`src/rtl/psda_pkg.sv`:
```
/*
 Shared constants and types for the program space data access bridge.
 Assumes a 16-bit core data path and a 24-bit program flash array.
*/
package psda_pkg;

	localparam int WB_AW = 8;
	localparam int WB_DW = 32;
	localparam int EA_W  = 16;
	localparam int PW_W  = 24;
	localparam int PG_W  = 8;

	////////////////////////////////////////////////////////////////////////
	// Register map, byte addresses
	localparam logic [WB_AW-1:0] REG_TABLE_PAGE   = 8'h00;
	localparam logic [WB_AW-1:0] REG_WINDOW_PAGE  = 8'h04;
	localparam logic [WB_AW-1:0] REG_CORE_CONTROL = 8'h08;
	localparam logic [WB_AW-1:0] REG_STATUS       = 8'h0c;
	localparam logic [WB_AW-1:0] REG_ROW_BASE     = 8'h10;

	localparam logic [PG_W-1:0] PAGE_RESET = 8'h00;
	localparam logic [15:0]     CTRL_RESET = 16'h0000;
	localparam int CTRL_WIN_EN_BIT   = 2;
	localparam int STAT_BUSY_BIT     = 0;
	localparam int STAT_REFUSED_BIT  = 1;
	localparam int STAT_ROW_LOAD_BIT = 2;

	////////////////////////////////////////////////////////////////////////
	// Address formation
	localparam int WIN_EA_BIT   = 15;
	localparam int CFG_PAGE_BIT = 7;
	localparam int WIN_LOW_BITS = 15;

	////////////////////////////////////////////////////////////////////////
	// Self-programming geometry
	localparam int ROW_WORDS   = 64;
	localparam int ROW_BYTES   = 192;
	localparam int ERASE_WORDS = 512;
	localparam int ERASE_BYTES = 1536;
	localparam int ROW_IDX_W   = $clog2(ROW_WORDS);
	localparam int ROW_SPAN_W  = ROW_IDX_W + 1;

	////////////////////////////////////////////////////////////////////////
	// Cycle figures
	localparam logic [1:0] PEN_MOVE        = 2'h1;
	localparam logic [1:0] PEN_OTHER       = 2'h2;
	localparam logic [1:0] PEN_REPEAT_EDGE = 2'h2;
	localparam logic [1:0] PEN_REPEAT_MID  = 2'h0;
	localparam logic       WIN_FETCHES_M1  = 1'b1;

	typedef enum logic [2:0] {
		PSDA_OP_DATA_RD = 3'h0,
		PSDA_OP_DATA_WR = 3'h1,
		PSDA_OP_TRD_LO  = 3'h2,
		PSDA_OP_TRD_HI  = 3'h3,
		PSDA_OP_TWR_LO  = 3'h4,
		PSDA_OP_TWR_HI  = 3'h5
	} psda_op_t;

	typedef struct packed {
		psda_op_t        op;
		logic            byte_mode;
		logic [EA_W-1:0] effective_address;
		logic [15:0]     wdata;
		logic            move_instr;
		logic            in_repeat;
		logic            repeat_edge;
	} psda_core_req_t;

	typedef struct packed {
		logic [PW_W-1:0] addr;
		logic            config_space;
		logic            write;
		logic [PW_W-1:0] wdata;
		logic [2:0]      lanes;
	} psda_flash_req_t;

endpackage

```
`src/rtl/psda_bridge.sv`:
```
/*
 Bridge between core data-space accesses and the program flash array:
 table reads and writes, the read-only visibility window, holding buffer.
 Assumes a Wishbone classic master for registers and a flash port that
 answers each request with a one-cycle ack.
*/
// The Wishbone slave port and the placing of the registers were chosen for this implementation.
// What this block does
// - Table address is table page above the 16-bit effective address.
// - Table page top bit picks user (0) or configuration (1) memory.
// - Window address is window page above the low 15 effective address bits.
// - Window used only when address bit 15 and window enable are both set.
// - Window program address bit 15 comes from window page bit 0.
// - Words step by two; low word and upper byte share one range.
// - Read-low word mode returns program bits 15..0.
// - Read-low byte mode returns upper byte if byte select, else lower.
// - Read-high word mode returns bits 23..16, high data byte zero.
// - Read-high byte mode returns upper byte, or zero for phantom byte.
// - Write-low targets bits 15..0, write-high bits 23..16; byte and word.
// - Window covers data 8000h upward, onto any of 256 pages.
// - Window delivers only the low 16 bits of a program word.
// - Window is read-only; writes never reach program memory.
// - Window redirection suspended while a table access runs.
// - Window read takes an extra cycle for its second fetch.
// - Outside repeat: one extra cycle for moves, two for others.
// - In repeat: two extra on edge iterations, none on the others.
// - Rows of 64 words are programmed; erase pages hold 512 words.
// - Table writes to user flash only load holding buffers, two cycles.
`timescale 1ns/1ps
`default_nettype none
module psda_bridge
	import psda_pkg::*;
#(
	parameter int ROW_DEPTH = ROW_WORDS
) (
	input  wire logic                 sys_clk,
	input  wire logic                 reset,
	input  wire logic                 wb_cyc_i,
	input  wire logic                 wb_stb_i,
	input  wire logic                 wb_we_i,
	input  wire logic [WB_AW-1:0]     wb_adr_i,
	input  wire logic [3:0]           wb_sel_i,
	input  wire logic [WB_DW-1:0]     wb_dat_i,
	output logic      [WB_DW-1:0]     wb_dat_o,
	output logic                      wb_ack_o,
	input  wire logic                 core_req_valid,
	input  wire psda_core_req_t       core_req,
	output logic                      core_req_ready,
	output logic                      core_window_hit,
	output logic                      core_rsp_valid,
	output logic      [15:0]          core_rsp_data,
	output logic                      fl_req_valid,
	output psda_flash_req_t           fl_req,
	input  wire logic                 fl_ack,
	input  wire logic [PW_W-1:0]      fl_rdata,
	input  wire logic [ROW_IDX_W-1:0] prog_rd_idx,
	output logic      [PW_W-1:0]      prog_rd_data,
	output logic      [PW_W-1:0]      row_base
);

	typedef enum logic [2:0] {
		S_IDLE    = 3'h0,
		S_FETCH   = 3'h1,
		S_PENALTY = 3'h2,
		S_BUFWR   = 3'h3,
		S_DONE    = 3'h4
	} psda_state_t;

	////////////////////////////////////////////////////////////////////////
	// Registers
	psda_state_t     state_r, state_nxt;
	psda_core_req_t  req_r;
	psda_flash_req_t fl_req_r, fl_req_nxt;
	logic [PG_W-1:0] table_page_r;
	logic [PG_W-1:0] window_page_r;
	logic [15:0]     core_control_r;
	logic            refused_r;
	logic            row_loaded_r;
	logic [PW_W-1:0] row_base_r;
	logic [PW_W-1:0] pdata_r;
	logic            win_r;
	logic            fetch_cnt_r;
	logic [1:0]      pen_cnt_r, pen_cnt_nxt;
	logic [15:0]     rsp_data_r;
	logic            ack_r;
	logic [WB_DW-1:0] dat_r;

	////////////////////////////////////////////////////////////////////////
	// Request decode
	wire is_tbl_in   = core_req.op inside {PSDA_OP_TRD_LO, PSDA_OP_TRD_HI,
		PSDA_OP_TWR_LO, PSDA_OP_TWR_HI};
	wire is_twr_in   = core_req.op inside {PSDA_OP_TWR_LO, PSDA_OP_TWR_HI};
	wire is_data_in  = !is_tbl_in;
	wire is_tbl_cur  = req_r.op inside {PSDA_OP_TRD_LO, PSDA_OP_TRD_HI,
		PSDA_OP_TWR_LO, PSDA_OP_TWR_HI};
	wire tbl_active  = (state_r != S_IDLE) && is_tbl_cur;
	wire win_en      = core_control_r[CTRL_WIN_EN_BIT];
	wire win_hit_in  = is_data_in && win_en && !tbl_active
		&& core_req.effective_address[WIN_EA_BIT];
	wire win_write   = win_hit_in && (core_req.op == PSDA_OP_DATA_WR);
	wire accept      = (state_r == S_IDLE) && core_req_valid;
	wire cfg_target  = table_page_r[CFG_PAGE_BIT];
	wire ea_bsel     = core_req.effective_address[0];

	wire [PW_W-1:0] tbl_addr = {table_page_r, core_req.effective_address};
	// Bit 15 of the address is dropped; the page supplies it and above
	wire [PW_W-1:0] win_addr = {1'b0, window_page_r,
		core_req.effective_address[WIN_LOW_BITS-1:0]};

	// Lane and data placement for table writes
	logic [2:0]      wr_lanes;
	logic [PW_W-1:0] wr_word;
	always_comb
	begin
		wr_lanes = 3'h0;
		wr_word  = '0;
		if (core_req.op == PSDA_OP_TWR_LO)
		begin
			wr_word  = {8'h00, core_req.byte_mode
				? {core_req.wdata[7:0], core_req.wdata[7:0]} : core_req.wdata};
			wr_lanes = !core_req.byte_mode ? 3'h3 : (ea_bsel ? 3'h2 : 3'h1);
		end
		else if (core_req.op == PSDA_OP_TWR_HI)
		begin
			wr_word  = {core_req.wdata[7:0], 16'h0000};
			// Phantom byte write has no storage behind it
			wr_lanes = (core_req.byte_mode && ea_bsel) ? 3'h0 : 3'h4;
		end
	end

	always_comb
	begin
		fl_req_nxt              = fl_req_r;
		fl_req_nxt.addr         = win_hit_in ? win_addr : tbl_addr;
		fl_req_nxt.config_space = !win_hit_in && cfg_target;
		fl_req_nxt.write        = is_twr_in;
		fl_req_nxt.wdata        = wr_word;
		fl_req_nxt.lanes        = wr_lanes;
	end

	// Window penalty after the second fetch
	always_comb
	begin
		if (req_r.in_repeat)
			pen_cnt_nxt = req_r.repeat_edge ? PEN_REPEAT_EDGE : PEN_REPEAT_MID;
		else
			pen_cnt_nxt = req_r.move_instr ? PEN_MOVE : PEN_OTHER;
	end

	////////////////////////////////////////////////////////////////////////
	// Sequencer
	always_comb
	begin
		state_nxt = state_r;
		case (state_r)
			S_IDLE:
			begin
				if (accept)
				begin
					if (win_write)
						state_nxt = S_DONE;
					else if (is_twr_in && !cfg_target)
						state_nxt = S_BUFWR;
					else if (is_tbl_in || (win_hit_in && core_req.op == PSDA_OP_DATA_RD))
						state_nxt = S_FETCH;
					else
						state_nxt = S_DONE;
				end
			end
			S_FETCH:
			begin
				if (fl_ack)
				begin
					if (win_r && (fetch_cnt_r != WIN_FETCHES_M1))
						state_nxt = S_FETCH;
					else if (win_r && (pen_cnt_nxt != 2'h0))
						state_nxt = S_PENALTY;
					else
						state_nxt = S_DONE;
				end
			end
			S_PENALTY:
				state_nxt = (pen_cnt_r == 2'h1) ? S_DONE : S_PENALTY;
			S_BUFWR:
				state_nxt = S_DONE;
			S_DONE:
				state_nxt = S_IDLE;
			default:
				state_nxt = S_IDLE;
		endcase
	end

	// Answer formatting
	wire [PW_W-1:0] rd_src = (state_r == S_FETCH) ? fl_rdata : pdata_r;
	wire            r_bsel = req_r.effective_address[0];
	logic [15:0]    fmt;
	always_comb
	begin
		fmt = 16'h0000;
		case (req_r.op)
			PSDA_OP_TRD_LO:
				fmt = !req_r.byte_mode ? rd_src[15:0]
					: {8'h00, r_bsel ? rd_src[15:8] : rd_src[7:0]};
			PSDA_OP_TRD_HI:
				fmt = (req_r.byte_mode && r_bsel) ? 16'h0000
					: {8'h00, rd_src[23:16]};
			PSDA_OP_DATA_RD:
				if (win_r)
					fmt = !req_r.byte_mode ? rd_src[15:0]
						: {8'h00, r_bsel ? rd_src[15:8] : rd_src[7:0]};
			default:
				fmt = 16'h0000;
		endcase
	end

	always_ff @(posedge sys_clk or posedge reset)
	begin
		if (reset)
		begin
			state_r     <= S_IDLE;
			req_r       <= '0;
			fl_req_r    <= '0;
			win_r       <= 1'b0;
			fetch_cnt_r <= 1'b0;
			pen_cnt_r   <= 2'h0;
			pdata_r     <= '0;
			rsp_data_r  <= 16'h0000;
		end
		else
		begin
			state_r <= state_nxt;
			if (accept)
			begin
				req_r       <= core_req;
				fl_req_r    <= fl_req_nxt;
				win_r       <= win_hit_in;
				fetch_cnt_r <= 1'b0;
			end
			if (state_r == S_FETCH && fl_ack)
			begin
				pdata_r     <= fl_rdata;
				fetch_cnt_r <= 1'b1;
				pen_cnt_r   <= pen_cnt_nxt;
			end
			if (state_r == S_PENALTY)
				pen_cnt_r <= pen_cnt_r - 2'h1;
			if (state_nxt == S_DONE && state_r != S_DONE)
				rsp_data_r <= fmt;
		end
	end

	////////////////////////////////////////////////////////////////////////
	// Holding buffer: one row, indexed by word within the row
	wire                 buf_wr  = accept && is_twr_in && !cfg_target && !win_hit_in;
	wire [ROW_IDX_W-1:0] buf_idx = core_req.effective_address[ROW_SPAN_W-1:1];

	psda_row_buf #(
		.DEPTH (ROW_DEPTH),
		.AW    (ROW_IDX_W),
		.LANES (3),
		.LW    (8)
	) u_row_buf (
		.sys_clk  (sys_clk),
		.reset    (reset),
		.wr_en    (buf_wr),
		.wr_idx   (buf_idx),
		.wr_lanes (wr_lanes),
		.wr_data  (wr_word),
		.rd_idx   (prog_rd_idx),
		.rd_data  (prog_rd_data)
	);

	////////////////////////////////////////////////////////////////////////
	// Register slave
	wire wb_req   = wb_cyc_i && wb_stb_i && !ack_r;
	wire wb_wr    = wb_req && wb_we_i;
	wire sel_tp   = wb_adr_i == REG_TABLE_PAGE;
	wire sel_wp   = wb_adr_i == REG_WINDOW_PAGE;
	wire sel_cc   = wb_adr_i == REG_CORE_CONTROL;
	wire sel_st   = wb_adr_i == REG_STATUS;
	wire sel_rb   = wb_adr_i == REG_ROW_BASE;
	wire clr_ref  = wb_wr && sel_st && wb_sel_i[0] && wb_dat_i[STAT_REFUSED_BIT];
	wire set_ref  = accept && win_write;
	wire busy     = state_r != S_IDLE;

	logic [WB_DW-1:0] rd_mux;
	always_comb
	begin
		rd_mux = '0;
		if (sel_tp)
			rd_mux[PG_W-1:0] = table_page_r;
		else if (sel_wp)
			rd_mux[PG_W-1:0] = window_page_r;
		else if (sel_cc)
			rd_mux[15:0] = core_control_r;
		else if (sel_st)
		begin
			rd_mux[STAT_BUSY_BIT]     = busy;
			rd_mux[STAT_REFUSED_BIT]  = refused_r;
			rd_mux[STAT_ROW_LOAD_BIT] = row_loaded_r;
		end
		else if (sel_rb)
			rd_mux[PW_W-1:0] = row_base_r;
	end

	always_ff @(posedge sys_clk or posedge reset)
	begin
		if (reset)
		begin
			ack_r          <= 1'b0;
			dat_r          <= '0;
			table_page_r   <= PAGE_RESET;
			window_page_r  <= PAGE_RESET;
			core_control_r <= CTRL_RESET;
			refused_r      <= 1'b0;
			row_loaded_r   <= 1'b0;
			row_base_r     <= '0;
		end
		else
		begin
			ack_r <= wb_req;
			if (wb_req)
				dat_r <= rd_mux;
			if (wb_wr && sel_tp && wb_sel_i[0])
				table_page_r <= wb_dat_i[PG_W-1:0];
			if (wb_wr && sel_wp && wb_sel_i[0])
				window_page_r <= wb_dat_i[PG_W-1:0];
			if (wb_wr && sel_cc && wb_sel_i[0])
				core_control_r[7:0] <= wb_dat_i[7:0];
			if (wb_wr && sel_cc && wb_sel_i[1])
				core_control_r[15:8] <= wb_dat_i[15:8];
			// A refused write in the clearing cycle still shows
			if (set_ref)
				refused_r <= 1'b1;
			else if (clr_ref)
				refused_r <= 1'b0;
			if (buf_wr)
			begin
				row_loaded_r <= 1'b1;
				row_base_r   <= {tbl_addr[PW_W-1:ROW_SPAN_W], {ROW_SPAN_W{1'b0}}};
			end
			else if (wb_wr && sel_st && wb_sel_i[0] && wb_dat_i[STAT_ROW_LOAD_BIT])
				row_loaded_r <= 1'b0;
		end
	end

	////////////////////////////////////////////////////////////////////////
	// Outputs
	assign wb_ack_o        = ack_r;
	assign wb_dat_o        = dat_r;
	assign core_req_ready  = state_r == S_IDLE;
	assign core_window_hit = win_hit_in;
	assign core_rsp_valid  = state_r == S_DONE;
	assign core_rsp_data   = rsp_data_r;
	assign fl_req_valid    = state_r == S_FETCH;
	assign fl_req          = fl_req_r;
	assign row_base        = row_base_r;

endmodule // psda_bridge
`default_nettype wire

```
`src/rtl/psda_row_buf.sv`:
```
/*
 Programming holding buffer: one row of program words, per-byte-lane writes.
 Assumes a single clock; read data come out of a register.
*/
`timescale 1ns/1ps
`default_nettype none
module psda_row_buf #(
	parameter int DEPTH = 64,
	parameter int AW    = 6,
	parameter int LANES = 3,
	parameter int LW    = 8
) (
	input  wire logic                sys_clk,
	input  wire logic                reset,
	input  wire logic                wr_en,
	input  wire logic [AW-1:0]       wr_idx,
	input  wire logic [LANES-1:0]    wr_lanes,
	input  wire logic [LANES*LW-1:0] wr_data,
	input  wire logic [AW-1:0]       rd_idx,
	output logic      [LANES*LW-1:0] rd_data
);

	genvar g;
	generate
		for (g = 0; g < LANES; g++)
		begin : g_lane
			logic [LW-1:0] mem [DEPTH];

			always_ff @(posedge sys_clk)
			begin
				if (wr_en && wr_lanes[g])
					mem[wr_idx] <= wr_data[g*LW +: LW];
			end

			always_ff @(posedge sys_clk or posedge reset)
			begin
				if (reset)
					rd_data[g*LW +: LW] <= '0;
				else
					rd_data[g*LW +: LW] <= mem[rd_idx];
			end
		end
	endgenerate

endmodule // psda_row_buf
`default_nettype wire
```
`config.mk`:
```
export PLATFORM = sky130hd
export DESIGN_NAME = psda_bridge
export DESIGN_NICKNAME = d
export VERILOG_FILES = /design/src/rtl/psda_pkg.sv /design/src/rtl/psda_bridge.sv /design/src/rtl/psda_row_buf.sv
export SDC_FILE = /design/constraint.sdc
export NUM_CORES = 2
export LEC_CHECK = 0
export BUFFER_PORTS_ARGS = -buffer_cell sky130_fd_sc_hd__buf_2
export CORE_AREA = 3 3 325 327
export DETAILED_ROUTE_END_ITERATION = 7
export DIE_AREA = 0 0 328 330
export GPL_TIMING_DRIVEN = 0
export PLACE_DENSITY_LB_ADDON = 0.25
export SLEW_MARGIN = 5
export SYNTH_ARGS = -nofsm -noshare
export SYNTH_HDL_FRONTEND = slang
export SYNTH_SLANG_ARGS = --single-unit
```
`constraint.sdc`:
```
create_clock -name sys_clk -period 12.7 [get_ports sys_clk]
set_clock_uncertainty 0.15 [all_clocks]
set_input_delay 0.635 -clock sys_clk [delete_from_list [all_inputs] [get_ports sys_clk]]
set_output_delay 0.635 -clock sys_clk [all_outputs]
set_load 0.005 [all_outputs]
```
* Yosys cells after proc, flatten, opt, wreduce, memory -nomap -nowiden *
Memories as Yosys holds them, arrays and structs flattened. A register that Yosys moved wholly into a read port is not among the register bits.
Cells that the tools add are included.

storage, ports and cells
  bits in registers = 184
  memory bits (writable) = 1536
  input port bits = 120
  memories = 3

operators by class
  $add $sub $neg = 1
  eq/ne operators = 20
  muxes and demuxes = 50
  bitwise gates (word level) = 1
  reductions and logical operators = 55

memories
  name                     depth  bits a word  read ports  clocked after Yosys merged registers in  wr ports  RTL line            source
  u_row_buf.g_lane[0].mem  64     8            1           1                                        1         psda_row_buf.sv:27  logic [LW-1:0] mem [DEPTH];
  u_row_buf.g_lane[1].mem  64     8            1           1                                        1         psda_row_buf.sv:27
  u_row_buf.g_lane[2].mem  64     8            1           1                                        1         psda_row_buf.sv:27

operators with widths
  operator              count
  $mux W24              5
  $mux W16              6
  $pmux W16 S3          1
  $mux W8               5
  $logic_and A1 B1 Y1   36
  $mux W3               12
  $mux W21              1
  $eq A3 B2 Y1 const B  6
  $eq A3 B3 Y1 const B  6
  $eq A8 B4 Y1 const B  2
  $mux W2               7
  $mux W1               12
  $pmux W3 S4           1
  $reduce_bool A2 Y1    6
  $logic_not A3 Y1      3
  $eq A8 B3 Y1 const B  1
  $eq A8 B5 Y1 const B  1
  $logic_not A8 Y1      1
  $reduce_bool A4 Y1    2
  $eq A3 B1 Y1 const B  2
  $logic_not A1 Y1      5
  $ne A3 B3 Y1 const B  1
  $reduce_bool A3 Y1    1
  $eq A2 B1 Y1 const B  1
  other kinds (3)       3

* Depth between registers and ports, before layout *
  depth in word-level cells = 15
  gate-level depth with buffers = 10
  gate-level depth less buffers = 7

* By module *
A second synthesis with hierarchy kept.

unflattened totals
  cell total of the unflattened synthesis = 3732
  area, all modules = 68599.5 sq um

modules (own cells, without submodules)
  module        times used  cells each  area each (sq um)  sequential area each (sq um)
  psda_row_buf  1           2920        60311.6            46724.8
  psda_bridge   1           812         8287.9             4554.4

* Least setup slack after synthesis *
Ideal clock, no wire load.

  kind = input -> register
  start = in core_req[35] (netlist bit)
  end = mem u_row_buf.g_lane[1].mem[0][0], data pin
  library setup time = 0.504 ns
  arrival time = 2.709 ns
  data required time = 12.046 ns
  slack = 9.338 ns
  stages on the path = 3
  path buffers = 1
  cells stage by stage = clkbuf_1 mux2i_1 nor2_1

RTL lines
  element             RTL line            source
  start: declaration  psda_bridge.sv:47   input wire psda_core_req_t core_req,
  end: declaration    psda_row_buf.sv:27

* Final worst setup path *
  start = in core_req[37] (netlist bit)
  end = mem u_row_buf.g_lane[2].mem[9][3], enable pin

on the way
  cells in the longest elaborated chain, start to end = 11

RTL lines
  element                               RTL line            source
  $eq A3 B2 Y1 (tied with other cells)  psda_bridge.sv:90   wire is_tbl_in = core_req.op inside {PSDA_OP_TRD_LO, PSDA_OP_TRD_HI,
  $reduce_bool A4 Y1                    psda_bridge.sv:90
  $logic_not A1 Y1                      psda_bridge.sv:93   wire is_data_in = !is_tbl_in;
  $logic_and A1 B1 Y1 (2 in series)     psda_bridge.sv:98   wire win_hit_in = is_data_in && win_en && !tbl_active
  $logic_and A1 B1 Y1                   psda_bridge.sv:99   && core_req.effective_address[WIN_EA_BIT];
  $logic_not A1 Y1                      psda_bridge.sv:254  wire buf_wr = accept && is_twr_in && !cfg_target && !win_hit_in;
  $logic_and A1 B1 Y1                   psda_bridge.sv:254
  $logic_and A1 B1 Y1 (*)               psda_row_buf.sv:31  if (wr_en && wr_lanes[g])
  $mux W1 (*)                           psda_row_buf.sv:31
  $mux W1 (implied by the code) (*)     psda_row_buf.sv:32  mem[wr_idx] <= wr_data[g*LW +: LW];
  end: declaration                      psda_row_buf.sv:27

Mark *: on every way between the ends. The rest lies on a longest branch, timed or not.

==> impl_metrics.py <==
metrics = {
    "run_status": {
        "outcome": "finished, final reports clean",
    },
    "floorplan": {
        "fp-row-count": 118,
        "die_w_um": 328,
        "core-area_um2": 103000,
        "io_pins": 274,
        "die_area_um2": 108000,
        "initial_core_util_pct": 65.8,
        "die_h_um": 330,
    },
    "yosys": {
        "syn_inst": 3505,
        "synth_edf_count": 1536,
        "post_synth_num_cell_types": 73,
        "yosysWarnings": 0,
        "syn-cell-area_um2": 67900,
        "synth-seq-area-share_pct": 75.5,
        "synth_seq_cells": 1742,
        "synth_flop_cell": "edfxtp_1",
        "postSynth.asyncResetShare_pct": 11.8,
        "synth.avg_cell_area_um2": 19.4,
    },
    "cells_and_area": {
        "area_growth_pct": 14.1,
        "drive_gt1_share_pct": 27.6,
        "mostFrequentLayoutCells": "edfxtp_1, mux4_2, nand2_1",
        "final_core_util_pct": 75.1,
        "mostFrequentLayoutCell": "edfxtp_1",
        "fill_cells": 5616,
        "nets": 4120,
        "finalInstanceArea_um2": 77500,
    },
    "hold_path": {
        "hp-class": "in2reg",
        "whs_endpoint": "req_r[36]",
        "worstHoldPathCells": 3,
        "hp-start": "core_req[36]",
    },
    "clock_tree": {
        "clk_path_buf_depth": 3,
        "cts_max_level": 4,
        "clk_latency_ns": 0.78,
        "tritoncts": "yes",
        "cts_resized": 0,
        "clk_pin_slew_worst_paths_ns": 0.06,
        "clock-sinks": 1742,
        "cts_root_buf": "clkbuf_16",
        "cts_made_buffers": 169,
    },
    "detailed_routing": {
        "drt_pass1_iterations": 6,
        "drc_errors": 0,
        "ant_nets": 0,
        "routed_wl_mm": 207,
        "avgRoutedWirePerCell_um": 37.3,
        "vias": 39359,
        "drtIter0Drc": 7365,
        "via_per_inst": 7.11,
    },
    "timing": {
        "fin_crit_sh_pct": 32.8,
        "tightest_slew_ns": 1.47,
        "fin_crit_ns": 4.16,
        "maxSlewHeadroom_pct": 1.64,
        "tns_ns": 0,
        "setup-violations-final": 0,
        "rsz0062_at_grt": "no",
        "finalMaxSlewViolations": 0,
        "fmax_mhz": 240,
        "hold_viol_final": 0,
    },
    "setup_path": {
        "start_kind": "input port",
        "end_kind": "flop",
        "crit_cells": 7,
        "r2r_slack_ns": 8.74,
        "cp.required_ns": 12.92,
        "r2r-end": "u_row_buf.g_lane[0].mem[8][5]",
        "cp_max_fo": 10,
        "arrival_ns": 4.39,
        "cp_slowest_cell": "nor2_1",
        "reg2reg_depth": 8,
        "critPathBufInv": 3,
        "slowest_delay_ns": 1.12,
        "crit_type": "in2reg",
        "r2r_start": "state_r[2]",
        "crit_path_cell_trace": "dlygate4sd3_1 -> buf_2 -> nand2b_1 -> nor2_1 -> nand3_4 -> buf_2 -> nor2_1",
        "crit_family": "simple AND/OR/NAND/NOR gates",
    },
    "grt": {
        "grt_max_degree": 120,
        "grt_pass1_wl_mm": 288,
        "grt_pass1_vias": 38938,
        "antenna_found_initial": 10,
        "gr-usage-all-layers_pct": 38.9,
        "grt_overflow": 0,
    },
    "power_and_ir_drop": {
        "ir_drop_mv": 0.166,
        "p_per_area_nw_per_um2": 161,
        "p_leak_nw": 26.9,
    },
    "place": {
        "postPlaceCellArea_um2": 71500,
        "hpwl_mm": 138,
        "gp_congestion": 1.01,
        "port_buffers": 227,
    },
    "flow_run": {
        "drv_cap": 0,
    },
}
==> power by group <==
group	switching, W	total (W)	leakage, nW	internal, W
Sequential	0.0000960	0.00643	16.9	0.00633
Combinational	0.000665	0.00108	7.42	0.000419
Clock	0.00217	0.00497	2.64	0.00281
==> layer usage <==
| metal | global-route usage, % | wire (um) | share of wire, % | vias up |
|---|---|---|---|---|
| li1 | - | - | - | 15084 |
| met1 | 52.0 | 69200 | 33 | 19899 |
| met5 | 0 | 15 | 0.0073 | - |
| met2 | 57.6 | 93500 | 45 | 3717 |
| met4 | 23.4 | 14800 | 7.2 | 2 |
| met3 | 11.5 | 29000 | 14 | 657 |
==> worst max path at each step <==
stage | from | end | slack [ns]
6_report | core_req[37] | u_row_buf.g_lane[2].mem[9][3] | 8.54
5_1_grt | core_req[37] | u_row_buf.g_lane[2].mem[9][2] | 8.55
3_3_place_gp | reset | u_row_buf.rd_data[15] | 3.32
3_5_place_dp | core_req[37] | u_row_buf.g_lane[0].mem[12][5] | 8.51
2_1_floorplan | reset | core_control_r[0] | 6.29
4_1_cts | core_req[37] | u_row_buf.g_lane[2].mem[12][4] | 8.77
==> logic make-up (layout without fill, tap and decap cells) <==
kind of cell               after synthesis  after routing  synth area share [%]
DFF                                   1742           1742                  75.5
and+or+nand+nor                        730            730                  4.88
muxes                                  511            511                  14.7
AOI/OAI and AO/OA                      297            297                  2.79
buffers and inverters                  222            846                  2.05
adders and majority gates                1              1                0.0184
other                                    1             25               0.00552
xor gates and xnor gates                 1              1                0.0129
==> stage by stage <==
| step | power (W) | cells | hold WS (ns) | worst slack (ns) |
|---|---|---|---|---|
| after floorplan | 0.00713 | 3519 | 0.291 | 6.29 |
| after global placement | 0.00753 | 5126 | 0.301 | 3.32 |
| after detailed placement | 0.00757 | 5152 | 0.307 | 8.51 |
| after CTS | 0.0124 | 5523 | 0.0488 | 8.77 |
| after global routing | 0.0127 | 5530 | 0.113 | 8.55 |
| final | 0.0125 | 5533 | 0.0870 | 8.54 |
==> sequential cells by signal, summed over array words and instances, names as in the netlist, 2 cells and up <==
register,cells
window_page_r,8
row_base,17
u_row_buf.rd_data,24
fl_req,52
u_row_buf.g_lane.mem,1536
pdata_r,24
state_r,3
core_control_r,16
wb_dat_o,24
core_rsp_data,16
req_r,7
table_page_r,8
pen_cnt_r,2
==> Yosys cell counts, types with 13 or more instances <==
cell	n	share of area (%)
edfxtp_1	1536	68
mux4_2	366	12
nand2_1	333	1.8
nor2_1	231	1.3
dfrtp_1	206	7.6
o22ai_1	173	1.6
buf_2	91	0.67
mux2_2	73	1.2
mux2i_1	58	0.85
o21ai_0	42	0.31
buf_4	41	0.45
clkbuf_1	36	0.20
buf_6	32	0.53
or4_1	32	0.35
a22oi_1	23	0.25
and2_1	21	0.19
a21oi_1	18	0.13
nand3_1	17	0.13
a211oi_1	16	0.18
mux4_1	14	0.54
a22o_1	13	0.17
==> final cells by class <==
type,instances,area [um^2],area share [%]
inverter,11,48.8,0.0630
tap,1380,1730,2.23
sequential,1742,51300,66.2
clock inverter,85,724,0.935
multi-input combinational,1555,15400,19.9
timing repair buffer,309,2250,2.91
buffer,211,1350,1.74
antenna,10,25.0,0.0323
clock buffer,230,4680,6.04
==> what timing repair did <==
item	in CTS	in global routing
endpoints found under the hold margin	166	0
buffers inserted	0	0
hold buffers	56	0
setup endpoints to repair	0	0
==> worst register-to-register path, delay by kind of cell (launching register included) <==
family | cells | cell delay (ns)
buffers and inverters | 3 | 0.78
DFF | 1 | 0.41
and+or+nand+nor | 5 | 2.21
Power figures use the tool's default switching activity.
